[config.mk]
export PLATFORM = sky130hd
export DESIGN_NAME = voice_rx_fifo_dma_ctrl
export DESIGN_NICKNAME = d
export VERILOG_FILES = /design/src/shared/voice_rx_pkg.sv /design/src/verilog/voice_rx_fifo_dma_ctrl.sv
export SDC_FILE = /design/constraint.sdc
export NUM_CORES = 1
export LEC_CHECK = 0
export BUFFER_PORTS_ARGS = -buffer_cell sky130_fd_sc_hd__buf_2
export CORE_MARGIN = 1.5
export CORE_UTILIZATION = 50
export DETAILED_ROUTE_END_ITERATION = 6
export GPL_TIMING_DRIVEN = 0
export PLACE_DENSITY = 0.71
export SLEW_MARGIN = 20
export SYNTH_ARGS = -nofsm -noshare
export SYNTH_HDL_FRONTEND = slang
export SYNTH_SLANG_ARGS = --single-unit
[constraint.sdc]
create_clock -name ref_clk -period 8.79 [get_ports ref_clk]
set_input_delay 0.4395 -clock ref_clk [delete_from_list [all_inputs] [get_ports ref_clk]]
set_output_delay 0.4395 -clock ref_clk [all_outputs]
set_load 0.05 [all_outputs]
[src/shared/voice_rx_pkg.sv]
// Constants for the voice receive FIFO control block.
// Assumes a 32-bit APB slave with word-aligned registers at four times the index.
package voice_rx_pkg;

	// register indices; byte address is index times four
	localparam logic [13:0] IDX_DATA     = 14'h2760;
	localparam logic [13:0] IDX_SILENCE  = 14'h2761;
	localparam logic [13:0] IDX_CONTROL  = 14'h2762;
	localparam logic [13:0] IDX_RD_PTR   = 14'h2763;
	localparam logic [13:0] IDX_WR_PTR   = 14'h2764;
	localparam logic [13:0] IDX_DMA_LEN  = 14'h2765;
	localparam logic [13:0] IDX_STATUS   = 14'h276A;
	localparam logic [13:0] IDX_IRQ_MASK = 14'h2772;
	localparam logic [13:0] IDX_IRQ_STS  = 14'h2775;

	// control register fields
	localparam int CTL_FILL    = 0;
	localparam int CTL_PTR_CLR = 1;
	localparam int CTL_SILENCE = 2;
	localparam int CTL_DMA_GO  = 3;

	// status register fields
	localparam int STS_POP  = 2;
	localparam int STS_PUSH = 3;
	localparam int STS_FILL = 4;

	// interrupt status and mask fields
	localparam int IRQ_DMA_DONE  = 0;
	localparam int IRQ_OVERFLOW  = 1;
	localparam int IRQ_UNDERFLOW = 2;
	localparam int IRQ_BITS      = 3;

	localparam logic [7:0] BYTE_RESET = 8'h00;
	localparam int FIFO_DEPTH = 128;
	localparam int PTR_BITS   = 8;

	typedef enum logic [1:0] {
		DMA_IDLE,
		DMA_FETCH,
		DMA_PUSH
	} dma_state_t;

endpackage

[src/verilog/voice_rx_fifo_dma_ctrl.sv]
// Voice receive FIFO with software port, silence fill and receive DMA.
// Assumes one clock, APB master, MAC source with valid/ready, decoder pop pulses.
//
// Register access over APB is this design's own decision.
`timescale 1ns/1ps

module voice_rx_fifo_dma_ctrl #(
	parameter int DEPTH = voice_rx_pkg::FIFO_DEPTH
) (
	input  wire logic        ref_clk,
	input  wire logic        arst_n,
	input  wire logic        psel,
	input  wire logic        penable,
	input  wire logic        pwrite,
	input  wire logic [15:0] paddr,
	input  wire logic [31:0] pwdata,
	output logic      [31:0] prdata,
	output logic             pready,
	output logic             pslverr,
	input  wire logic        src_valid,
	input  wire logic [7:0]  src_data,
	output logic             src_ready,
	input  wire logic        dec_req,
	output logic [7:0]       dec_data,
	output logic             dec_valid,
	output logic             irq
);

	localparam int AW = voice_rx_pkg::PTR_BITS - 1;

	////////////////////////////////////////////////////////////////////////////
	// helpers

	function automatic logic ptr_full(input logic [7:0] w, input logic [7:0] r);
		ptr_full = (w[AW] != r[AW]) && (w[AW-1:0] == r[AW-1:0]);
	endfunction

	function automatic logic [7:0] ptr_inc(input logic [7:0] p);
		ptr_inc = p + 8'h01;
	endfunction

	////////////////////////////////////////////////////////////////////////////
	// state

	logic [7:0]              mem [DEPTH];
	logic [7:0]              rd_ptr_r;
	logic [7:0]              wr_ptr_r;
	logic [7:0]              silence_r;
	logic                    sel_silence_r;
	logic [7:0]              dma_len_r;
	logic [7:0]              dma_rem_r;
	logic [7:0]              dma_hold_r;
	voice_rx_pkg::dma_state_t dma_state_r;
	logic                    fill_busy_r;
	logic [AW-1:0]           fill_idx_r;
	logic                    push_act_r;
	logic                    pop_act_r;
	logic [2:0]              irq_sts_r;
	logic [2:0]              irq_sts_nxt;
	logic [2:0]              irq_mask_r;

	////////////////////////////////////////////////////////////////////////////
	// bus decode

	logic [13:0] idx;
	logic        mapped;
	logic        acc;
	logic        go;
	logic        wr;
	logic        rd;
	logic        full;
	logic        empty;
	logic        dma_push;
	logic        sw_push;
	logic        sw_pop;
	logic        dec_pop;
	logic        push;
	logic [7:0]  push_data;
	logic        ovf_ev;
	logic        udf_ev;
	logic        done_ev;
	logic        dma_start;
	logic        ptr_clr;
	logic        fill_start;
	logic [7:0]  head;

	assign idx    = paddr[15:2];
	assign mapped = (paddr[1:0] == 2'b00) &&
		(idx == voice_rx_pkg::IDX_DATA || idx == voice_rx_pkg::IDX_SILENCE ||
		 idx == voice_rx_pkg::IDX_CONTROL || idx == voice_rx_pkg::IDX_RD_PTR ||
		 idx == voice_rx_pkg::IDX_WR_PTR || idx == voice_rx_pkg::IDX_DMA_LEN ||
		 idx == voice_rx_pkg::IDX_STATUS || idx == voice_rx_pkg::IDX_IRQ_MASK ||
		 idx == voice_rx_pkg::IDX_IRQ_STS);

	// a DMA push or decoder pop owns the FIFO this cycle, so the bus waits
	assign acc = psel && penable && !pready;
	assign go  = acc && !dma_push && !dec_req;
	assign wr  = go && pwrite && mapped;
	assign rd  = go && !pwrite && mapped;

	assign full  = ptr_full(wr_ptr_r, rd_ptr_r);
	assign empty = (wr_ptr_r == rd_ptr_r);
	assign head  = sel_silence_r ? silence_r : mem[rd_ptr_r[AW-1:0]];

	assign dma_start  = wr && idx == voice_rx_pkg::IDX_CONTROL &&
		pwdata[voice_rx_pkg::CTL_DMA_GO];
	assign ptr_clr    = wr && idx == voice_rx_pkg::IDX_CONTROL &&
		pwdata[voice_rx_pkg::CTL_PTR_CLR];
	assign fill_start = wr && idx == voice_rx_pkg::IDX_CONTROL &&
		pwdata[voice_rx_pkg::CTL_FILL] && !fill_busy_r;

	////////////////////////////////////////////////////////////////////////////
	// push and pop arbitration

	assign dma_push = (dma_state_r == voice_rx_pkg::DMA_PUSH) && !full && !fill_busy_r;
	assign sw_push  = wr && idx == voice_rx_pkg::IDX_DATA && !fill_busy_r;
	assign sw_pop   = rd && idx == voice_rx_pkg::IDX_DATA && !sel_silence_r &&
		!fill_busy_r;
	assign dec_pop  = dec_req && !sel_silence_r && !fill_busy_r;

	// software pushes on a full FIFO are dropped; DMA simply waits instead
	assign push      = dma_push || (sw_push && !full);
	assign push_data = dma_push ? dma_hold_r : pwdata[7:0];
	assign ovf_ev    = sw_push && full;
	assign udf_ev    = (sw_pop || dec_pop) && empty;
	assign done_ev   = (dma_push && dma_rem_r == 8'h01) ||
		(dma_start && dma_state_r == voice_rx_pkg::DMA_IDLE && dma_len_r == 8'h00);

	////////////////////////////////////////////////////////////////////////////
	// storage

	always_ff @(posedge ref_clk)
	begin
		if (fill_busy_r)
		begin
			mem[fill_idx_r] <= silence_r;
		end
		else if (push)
		begin
			mem[wr_ptr_r[AW-1:0]] <= push_data;
		end
	end

	////////////////////////////////////////////////////////////////////////////
	// pointers

	always_ff @(posedge ref_clk or negedge arst_n)
	begin
		if (!arst_n)
		begin
			rd_ptr_r <= 8'h00;
			wr_ptr_r <= 8'h00;
		end
		else if (ptr_clr)
		begin
			rd_ptr_r <= 8'h00;
			wr_ptr_r <= 8'h00;
		end
		else if (wr && idx == voice_rx_pkg::IDX_RD_PTR)
		begin
			rd_ptr_r <= pwdata[7:0];
		end
		else if (wr && idx == voice_rx_pkg::IDX_WR_PTR)
		begin
			wr_ptr_r <= pwdata[7:0];
		end
		else
		begin
			if (push)
			begin
				wr_ptr_r <= ptr_inc(wr_ptr_r);
			end
			if ((sw_pop || dec_pop) && !empty)
			begin
				rd_ptr_r <= ptr_inc(rd_ptr_r);
			end
		end
	end

	////////////////////////////////////////////////////////////////////////////
	// configuration registers

	always_ff @(posedge ref_clk or negedge arst_n)
	begin
		if (!arst_n)
		begin
			silence_r     <= voice_rx_pkg::BYTE_RESET;
			sel_silence_r <= 1'b0;
			dma_len_r     <= voice_rx_pkg::BYTE_RESET;
			irq_mask_r    <= 3'h0;
		end
		else if (wr)
		begin
			if (idx == voice_rx_pkg::IDX_SILENCE)
			begin
				silence_r <= pwdata[7:0];
			end
			if (idx == voice_rx_pkg::IDX_CONTROL)
			begin
				sel_silence_r <= pwdata[voice_rx_pkg::CTL_SILENCE];
			end
			if (idx == voice_rx_pkg::IDX_DMA_LEN)
			begin
				dma_len_r <= pwdata[7:0];
			end
			if (idx == voice_rx_pkg::IDX_IRQ_MASK)
			begin
				irq_mask_r <= pwdata[2:0];
			end
		end
	end

	////////////////////////////////////////////////////////////////////////////
	// silence fill

	always_ff @(posedge ref_clk or negedge arst_n)
	begin
		if (!arst_n)
		begin
			fill_busy_r <= 1'b0;
			fill_idx_r  <= '0;
		end
		else if (fill_start)
		begin
			fill_busy_r <= 1'b1;
			fill_idx_r  <= '0;
		end
		else if (fill_busy_r)
		begin
			fill_idx_r <= fill_idx_r + 1'b1;
			if (fill_idx_r == AW'(DEPTH - 1))
			begin
				fill_busy_r <= 1'b0;
			end
		end
	end

	////////////////////////////////////////////////////////////////////////////
	// receive DMA

	// one byte per two cycles keeps src_ready a plain flop
	always_ff @(posedge ref_clk or negedge arst_n)
	begin
		if (!arst_n)
		begin
			dma_state_r <= voice_rx_pkg::DMA_IDLE;
			dma_rem_r   <= 8'h00;
			dma_hold_r  <= 8'h00;
			src_ready   <= 1'b0;
		end
		else
		begin
			unique case (dma_state_r)
				voice_rx_pkg::DMA_IDLE:
				begin
					if (dma_start && dma_len_r != 8'h00)
					begin
						dma_state_r <= voice_rx_pkg::DMA_FETCH;
						dma_rem_r   <= dma_len_r;
						src_ready   <= 1'b1;
					end
				end
				voice_rx_pkg::DMA_FETCH:
				begin
					if (src_valid)
					begin
						dma_hold_r  <= src_data;
						src_ready   <= 1'b0;
						dma_state_r <= voice_rx_pkg::DMA_PUSH;
					end
				end
				voice_rx_pkg::DMA_PUSH:
				begin
					if (dma_push)
					begin
						dma_rem_r <= dma_rem_r - 8'h01;
						if (dma_rem_r == 8'h01)
						begin
							dma_state_r <= voice_rx_pkg::DMA_IDLE;
						end
						else
						begin
							dma_state_r <= voice_rx_pkg::DMA_FETCH;
							src_ready   <= 1'b1;
						end
					end
				end
			endcase
		end
	end

	////////////////////////////////////////////////////////////////////////////
	// activity flags and decoder output

	always_ff @(posedge ref_clk or negedge arst_n)
	begin
		if (!arst_n)
		begin
			push_act_r <= 1'b0;
			pop_act_r  <= 1'b0;
			dec_data   <= 8'h00;
			dec_valid  <= 1'b0;
		end
		else
		begin
			push_act_r <= push;
			pop_act_r  <= (sw_pop || dec_pop) && !empty;
			dec_valid  <= dec_req;
			if (dec_req)
			begin
				// underflow and fill both fall back to the silence byte
				dec_data <= (dec_pop && !empty) ? head : silence_r;
			end
		end
	end

	////////////////////////////////////////////////////////////////////////////
	// interrupt status, read clears, a set in the same cycle wins

	always_comb
	begin
		irq_sts_nxt = irq_sts_r;
		if (rd && idx == voice_rx_pkg::IDX_IRQ_STS)
		begin
			irq_sts_nxt = 3'h0;
		end
		if (ptr_clr)
		begin
			irq_sts_nxt[voice_rx_pkg::IRQ_OVERFLOW]  = 1'b0;
			irq_sts_nxt[voice_rx_pkg::IRQ_UNDERFLOW] = 1'b0;
		end
		if (done_ev)
		begin
			irq_sts_nxt[voice_rx_pkg::IRQ_DMA_DONE] = 1'b1;
		end
		if (ovf_ev)
		begin
			irq_sts_nxt[voice_rx_pkg::IRQ_OVERFLOW] = 1'b1;
		end
		if (udf_ev)
		begin
			irq_sts_nxt[voice_rx_pkg::IRQ_UNDERFLOW] = 1'b1;
		end
	end

	always_ff @(posedge ref_clk or negedge arst_n)
	begin
		if (!arst_n)
		begin
			irq_sts_r <= 3'h0;
			irq       <= 1'b0;
		end
		else
		begin
			irq_sts_r <= irq_sts_nxt;
			irq       <= |(irq_sts_nxt & irq_mask_r);
		end
	end

	////////////////////////////////////////////////////////////////////////////
	// APB answer

	always_ff @(posedge ref_clk or negedge arst_n)
	begin
		if (!arst_n)
		begin
			pready  <= 1'b0;
			pslverr <= 1'b0;
			prdata  <= 32'h0000_0000;
		end
		else if (go)
		begin
			pready  <= 1'b1;
			pslverr <= !mapped;
			prdata  <= 32'h0000_0000;
			if (rd)
			begin
				unique case (idx)
					voice_rx_pkg::IDX_DATA:
						prdata[7:0] <= fill_busy_r ? silence_r : head;
					voice_rx_pkg::IDX_SILENCE:
						prdata[7:0] <= silence_r;
					voice_rx_pkg::IDX_CONTROL:
						prdata[voice_rx_pkg::CTL_SILENCE] <= sel_silence_r;
					voice_rx_pkg::IDX_RD_PTR:
						prdata[7:0] <= rd_ptr_r;
					voice_rx_pkg::IDX_WR_PTR:
						prdata[7:0] <= wr_ptr_r;
					voice_rx_pkg::IDX_DMA_LEN:
						prdata[7:0] <= dma_len_r;
					voice_rx_pkg::IDX_STATUS:
					begin
						prdata[voice_rx_pkg::STS_FILL] <= fill_busy_r;
						prdata[voice_rx_pkg::STS_PUSH] <= push_act_r;
						prdata[voice_rx_pkg::STS_POP]  <= pop_act_r;
					end
					voice_rx_pkg::IDX_IRQ_MASK:
						prdata[2:0] <= irq_mask_r;
					default:
						prdata[2:0] <= irq_sts_r;
				endcase
			end
		end
		else
		begin
			pready  <= 1'b0;
			pslverr <= 1'b0;
		end
	end

endmodule

==> impl_summary.log, run 1 <==
[metrics] share of synthesized area occupied by flip-flops and latches: 71.94%
[metrics] count of input and output buffers: between 50 and 60
[metrics] Iteration-0 DRC Markers: roughly 4800
[metrics] Routed WL per cell: 36.46 um
[metrics] Period minus WS final: approximately 5.1 ns
[metrics] Net Sw Frac: 36.35%
[metrics] buffer count from post-CTS setup fixing: 0
[metrics] Final Max Slew Viols: 0
[metrics] number of sinks handled by clock tree synthesis: 1112
[metrics] wire length of the first global-routing pass: 206200 um
[metrics] dominant register cell in the synthesized netlist: edfxtp_1
[metrics] cell internal pwr: 10.52 mW
[metrics] horizontal extent of the die: 305.7 um
[metrics] IR drop worst, VDD: 0.0002198 V
[metrics] total global routing track utilization: 31.88%
[metrics] setup tns final: 0 ns
[metrics] area enclosed by the die boundary: 93430 sq um
[metrics] share of cells above drive strength 1: between 20% and 30%
[metrics] worst r2r path cells: 9
[metrics] post-layout instance area: 52540 sq um
[metrics] outcome: finished, final reports clean
[metrics] fmax: slightly below 0.2 GHz
[metrics] cell type group with the largest total delay on the critical path: simple AND/OR/NAND/NOR gates
[metrics] path type of the worst setup path: flip-flop to flip-flop
[metrics] sequential cell area in the final layout: between 30000 and 40000 sq um
[metrics] number of gates on the worst path with buffers counted: 9
[metrics] Critical Path Source: rd_ptr_r[3]$_DFFE_PN0P_
[metrics] routed via count divided by cell count: 6.792
[metrics] number of global-route vias before repair: 26965
[metrics] placement-stage cell area: ~49000 sq um
[metrics] maximum clock path buffer count: 3
[metrics] slowest cell on the critical path: nor2b_1
[metrics] Sequential Power Share: 36.9%
[metrics] number of placed I/O pins: 108
[metrics] detailed-route wire length: between 100000 and 150000 um
[metrics] count of nets after finishing: 2886
[metrics] clock buffer count from CTS: 111
[metrics] combinational cell fraction of total power: 34.7%
[metrics] max incr delay on CP: 0.97 ns
[metrics] flip-flop and latch count after synthesis: 1112
[metrics] clock tree from TritonCTS: done
[metrics] slew at the pin closest to its max-slew limit: about 1.2 ns
[metrics] biggest fanout along the worst timing path: 10
[metrics] number of vias after detailed routing: 27778
[metrics] number of hold violations in the final report: 0
[metrics] cell types with the largest area share after synthesis: edfxtp_1, mux4_2, dfrtp_1
[metrics] root buffer cell: clkbuf_16
[metrics] relative max-transition margin: between 15 and 20%
[metrics] startpoint of the worst-slack reg-to-reg timing path: rd_ptr_r[3]$_DFFE_PN0P_
[metrics] clock network fraction of total power: 28.4%
[metrics] Psw: between 6 and 7 mW
[metrics] worst slack on hold paths: 0.02417 ns
[metrics] Critical path buffers and inverters: 2
[metrics] crit-path most repeated cell: nor2_1
[metrics] number of design rule violations left after detail routing: 0
[metrics] Final Cycle Share: 58.35%
[metrics] worst setup skew after layout: approximately 0.038 ns
[metrics] Avg Synthesized Cell Area: 17.78 sq um
[metrics] EDFF count, synth: between 1000 and 1500
[metrics] async set-or-reset flop fraction in the synthesized netlist: 7.914%
[metrics] Hold Path Stages: 2
[metrics] H-Tree Depth: 3
[metrics] area of combinational cells with multiple inputs: approximately 12000 sq um
[metrics] initial cell density of the core: between 50% and 60%
[metrics] Ys Warns: 0
[metrics] worst min-delay path class: input port to flip-flop
[metrics] Skew-Pair Late Insertion Delay: 0.71 ns
[metrics] Worst setup SP type: flip-flop
[metrics] share of the core filled with cells: between 50% and 60%
[metrics] number of routed nets with antenna violations: 0
[metrics] share of Yosys cell area claimed by the top area cell type: 67.14%
[metrics] Detailed Routing Iterations Pass 1: 6
[metrics] antenna violations before repair: 4
[metrics] number of distinct standard cells referenced by the synthesized netlist: 89
[metrics] setup-violating endpoint count in the final report: 0
[metrics] Resized Gates After CTS: 0
[metrics] num rows: between 100 and 150
[metrics] Layout area overhead: 14.72%
[metrics] CP Data Arrival Time: around 5.4 ns
[metrics] CP required: approximately 9 ns
[metrics] Pleak: 17.57 nW
[metrics] sequence of cells on the critical path: xnor2_1 -> nand4_2 -> o21ai_1 -> o21a_1 -> buf_2 -> nor2_1 -> nor2b_1 -> clkbuf_2 -> nor2_1
[metrics] Die H: a little over 300 um
[metrics] maximum capacitance violations: 0
[metrics] overall overflow remaining after global route: 0
[metrics] area inside the core boundary: about 90000 sq um
[metrics] cell area power density: 314.4 nW/um^2
[metrics] number of fill cells: between 6000 and 7000
[metrics] pin count of the biggest net entering global routing: 59
[metrics] DPL Wire Length: between 100000 and 150000 um
[metrics] Hold Path Origin: src_data[7]
[metrics] unrepaired setup endpoints after global routing: no
[metrics] Syn Inst Count: around 2600
[metrics] Post-Synthesis Cell Area: 45800 sq um
[metrics] clock-pin transition on the worst setup and hold timing paths: 0.06 ns
[metrics] GP Congestion: 0.9903
[metrics] top cell type by total area after synthesis: edfxtp_1
[metrics] kind of end point of the critical path: flip-flop
logic make-up after synthesis:
family,Yosys count,synth area share [%]
AOI/OAI and AO/OA,355,5.647
xor gates and xnor gates,17,0.3251
adders and majority gates,5,0.1366
buffers and inverters,194,2.399
DFF,1112,71.94
muxes,361,13.87
other,1,0.008188
and+or+nand+nor,531,5.671
area by class of cell:
type                       instances  area share, %
tap                             1176          2.800
timing repair buffer             106          2.753
clock inverter                    74          1.336
sequential                      1112          62.71
multi-input combinational       1293          22.76
clock buffer                     133          5.503
antenna                            2       0.009525
inverter                          23         0.1643
buffer                           171          1.957
Yosys cell counts (20+ instances only):
| master | instances |
|---|---|
| edfxtp_1 | 1024 |
| clkbuf_1 | 58 |
| dfrtp_1 | 88 |
| nand2b_1 | 23 |
| nor2b_1 | 41 |
| mux2_2 | 46 |
| o22ai_1 | 26 |
| mux4_2 | 200 |
| buf_2 | 51 |
| nor2_1 | 226 |
| mux2i_1 | 104 |
| nand3_1 | 40 |
| a22oi_1 | 60 |
| a31oi_1 | 20 |
| o21ai_0 | 37 |
| a211oi_1 | 32 |
| inv_1 | 21 |
| nor3_1 | 22 |
| nand2_1 | 79 |
| buf_4 | 38 |
| a21oi_1 | 42 |
path summary, 6_finish.rpt:
kind	endpoint	slack [ns]
worst min register to register	src_ready$_DFFE_PN0P_	0.48
worst max register to register	mem[127][5]$_DFFE_PP_	3.66
worst max-delay path	mem[127][5]$_DFFE_PP_	3.66
max in group asynchronous	fill_idx_r[2]$_DFFE_PN0P_	7.87
min in group asynchronous	irq_mask_r[1]$_DFFE_PN0P_	0.25
worst min-delay path	dma_hold_r[7]$_DFFE_PN0P_	0.02
cell usage in the layout (no fill, tap or decap), types with 18 or more instances in the layout:
| cell type | n |
|---|---|
| mux2_2 | 46 |
| o22ai_1 | 26 |
| nor4_1 | 18 |
| a211oi_1 | 32 |
| clkinv_2 | 27 |
| nor3_1 | 22 |
| clkinv_1 | 22 |
| mux2i_1 | 104 |
| clkbuf_16 | 112 |
| nand2_1 | 79 |
| a22oi_1 | 60 |
| nor2b_1 | 41 |
| inv_1 | 21 |
| clkbuf_1 | 68 |
| o21ai_0 | 36 |
| nand3_1 | 40 |
| mux4_2 | 200 |
| conb_1 | 24 |
| buf_4 | 39 |
| edfxtp_1 | 1024 |
| nand2b_1 | 23 |
| buf_2 | 110 |
| buf_16 | 37 |
| nor2_1 | 226 |
| dfrtp_1 | 88 |
| a21oi_1 | 42 |
worst register-to-register path, delay by kind of cell (launching register included):
kind,cells,cell delay (ns)
compound gates,2,0.89
flops,1,0.86
simple gates,4,1.79
xor+xnor,1,0.21
buf+inv,2,1.00
power by group through the flow:
stage	sequential (mW)	clock, mW	combinational (mW)
after detailed placement	6.20	0	5.47
after global placement	6.31	0	5.24
final	6.10	4.69	5.73
after global routing	6.10	4.89	5.74
after CTS	6.09	4.69	5.50
after floorplan	6.30	0	2.96
metal layers:
metal  vias to the layer above  wire (um)  global-route usage [%]
li1                      10895          -                       -
met1                     14220      54240                   42.85
met2                      2234      66390                   47.64
met3                       425      19700                   9.082
met4                         4       8776                   16.57
met5                         -         30                       0
metrics by stage:
step,setup WS [ns],power [mW],cells
after floorplan,0.6132,9.260,2599
after global placement,-5.742,11.55,3832
after detailed placement,4.059,11.67,3872
after CTS,4.025,16.28,4088
after global routing,3.774,16.73,4088
final,3.661,16.52,4090
sequential cells by signal (all words and copies together), names as in the netlist, 7 cells and up:
register and flops:
fill_idx_r 7, dec_data 8, dma_len_r 8, prdata 8, dma_hold_r 8, silence_r 8
mem 1024, rd_ptr_r 8, dma_rem_r 8, wr_ptr_r 8
repair_timing:
item / in CTS / in global routing
endpoints found under the setup margin: 0 / 0
hold endpoints to repair: 38 / 0
hold buffers: 9 / 0
Power figures use the tool's default switching activity.
==> run 2, diff against run 1 <==
==> constraint.sdc (replaced) <==
create_clock -name ref_clk -period 5.2 [get_ports ref_clk]
set_input_delay 0.26 -clock ref_clk [delete_from_list [all_inputs] [get_ports ref_clk]]
set_output_delay 0.26 -clock ref_clk [all_outputs]
set_load 0.05 [all_outputs]
==> impl_summary.log, run 2 (synthesis gave the netlist of run 1 again) <==
[metrics] area enclosed by the die boundary: 93430 sq um
[metrics] path type of the worst setup path: flip-flop to flip-flop
[metrics] count of input and output buffers: 57
[metrics] number of global-route vias before repair: 26889
[metrics] detailed-route wire length: 147900 um
[metrics] number of sinks handled by clock tree synthesis: roughly 1100
[metrics] clock buffer count from CTS: roughly 110
[metrics] overall overflow remaining after global route: 0
[metrics] fmax: 0.1987 GHz
[metrics] number of design rule violations left after detail routing: 0
[metrics] number of placed I/O pins: between 100 and 150
[metrics] outcome: finished, final reports clean
[metrics] wire length of the first global-routing pass: just over 200000 um
[metrics] Layout area overhead: 14.69%
[metrics] sequential cell area in the final layout: 32950 sq um
[metrics] buffer count from post-CTS setup fixing: 0
[metrics] most common cell after layout, fill and taps aside: edfxtp_1
[metrics] setup-violating endpoint count in the final report: 0
[metrics] Routed WL per cell: 36.13 um
[metrics] Final Cycle Share: 96.76%
[metrics] maximum clock path buffer count: 3
[metrics] clock-pin transition on the worst setup and hold timing paths: ~0.060 ns
[metrics] initial cell density of the core: 50.65%
[metrics] number of flip-flops in the largest register: between 1000 and 1500
[metrics] pin count of the biggest net entering global routing: 50
[metrics] CP Data Arrival Time: 5.37 ns
[metrics] DPL Wire Length: slightly above 100000 um
[metrics] placement-stage cell area: 48820 sq um
[metrics] biggest fanout along the worst timing path: 10
[metrics] cell area power density: 528.8 nW/um^2
[metrics] slew at the pin closest to its max-slew limit: 1.267 ns
[metrics] maximum capacitance violations: 0
[metrics] number of vias after detailed routing: between 20000 and 30000
[metrics] worst setup skew after layout: 0.03041 ns
[metrics] root buffer cell: clkbuf_16
[metrics] Resized Gates After CTS: 0
[metrics] clock tree from TritonCTS: done
[metrics] CP required: 5.53 ns
[metrics] post-layout instance area: 52530 sq um
[metrics] IR drop worst, VDD: 0.0004062 V
[metrics] Pleak: 17.58 nW
[metrics] number of routed nets with antenna violations: 0
[metrics] share of the core filled with cells: between 50% and 60%
[metrics] number of hold violations in the final report: 0
[metrics] worst min-delay path class: input port to flip-flop
[metrics] relative max-transition margin: between 10% and 20%
[metrics] routed via count divided by cell count: 6.822
[metrics] Detailed Routing Iterations Pass 1: 6
[metrics] GP Congestion: 1.031
[metrics] top library cells by usage in the layout, fill and taps aside: edfxtp_1, nor2_1, mux4_2
[metrics] Die H: 305.7 um
[metrics] H-Tree Depth: 3
[metrics] Iteration-0 DRC Markers: ~5200
[metrics] unrepaired setup endpoints after global routing: no
[metrics] kind of end point of the critical path: flip-flop
[metrics] area of combinational cells with multiple inputs: 11960 sq um
[metrics] antenna violations before repair: 4
[metrics] count of nets after finishing: 2893
[metrics] num rows: 110
[metrics] Worst setup SP type: flip-flop
[metrics] Skew-Pair Late Insertion Delay: 0.70 ns
[metrics] Final Max Slew Viols: 0
[metrics] total global routing track utilization: 31.61%
[metrics] Period minus WS final: 5.032 ns
[metrics] register containing the most flip-flops in the final layout: mem
[metrics] number of fill cells: 6593
[metrics] area inside the core boundary: between 90000 and 100000 sq um
[metrics] horizontal extent of the die: 305.7 um
[metrics] share of cells above drive strength 1: 22.81%
run 2: layout make-up:
| type | instances | share of cell area [%] |
|---|---|---|
| sequential | 1112 | 62.73 |
| multi-input combinational | 1293 | 22.77 |
| clock buffer | 135 | 5.376 |
| timing repair buffer | 116 | 2.901 |
| tap | 1176 | 2.801 |
| buffer | 171 | 1.955 |
| clock inverter | 65 | 1.291 |
| inverter | 23 | 0.1643 |
| antenna | 3 | 0.01429 |
run 2: worst paths after layout:
path                                    startpoint                         end  slack (ns)  cells past startpoint
max                        rd_ptr_r[6]$_DFFE_PN0P_        mem[33][1]$_DFFE_PP_        0.17                     10
min                                      src_valid  dma_state_r[0]$_DFFE_PN0P_        0.01                      3
max reg2reg                rd_ptr_r[6]$_DFFE_PN0P_        mem[33][1]$_DFFE_PP_        0.17                     10
min reg2reg                  src_ready$_DFFE_PN0P_       src_ready$_DFFE_PN0P_        0.48                      1
max in group asynchronous                   arst_n   fill_idx_r[0]$_DFFE_PN0P_        4.43                      3
min in group asynchronous                   arst_n   dma_hold_r[1]$_DFFE_PN0P_        0.12                      2
run 2: routing by layer:
metal / global-route usage [%] / vias up / wire length [um]
met5: 0 / - / 16
met2: 46.68 / 2280 / 64980
met4: 16.46 / 2 / 9353
met3: 9.450 / 433 / 20210
li1: - / 10895 / -
met1: 42.65 / 14318 / 53360
run 2: through the flow:
step,hold slack [ns],setup slack (ns),power (mW),instances,TNS [ns]
final,0.01282,0.1682,27.78,4094,0
after global routing,0.02825,0.2711,28.09,4091,0
after CTS,0.004293,0.4793,27.35,4091,0
after detailed placement,0.2897,0.4920,19.65,3871,0
after global placement,0.3829,-6.408,19.41,3832,-3547.29
after floorplan,-0.03559,-1.311,15.63,2599,-335.50
run 2: where the power goes:
part	internal [mW]	total [mW]	leakage [nW]	switching (mW)
registers	10.1	10.3	10.6	0.165
clock network	4.38	7.83	1.72	3.46
logic	3.20	9.64	5.27	6.44
total	17.7	27.8	17.6	10.1
run 2: critical path: stages (launching register included):
cell      delay [ns]
dfrtp_1         0.32
clkbuf_1        0.72
xnor2_1         0.22
nand4b_1        0.22
o21ai_1         0.50
o21a_1          0.31
inv_2           0.07
buf_2           0.19
a32oi_1         0.91
clkbuf_2        0.76
nor2_1          0.44
run 2: what timing repair did:
| item | in CTS | in global routing |
|---|---|---|
| hold buffers | 20 | 0 |
| endpoints found under the hold margin | 78 | 0 |
| setup endpoints to repair | 0 | 0 |
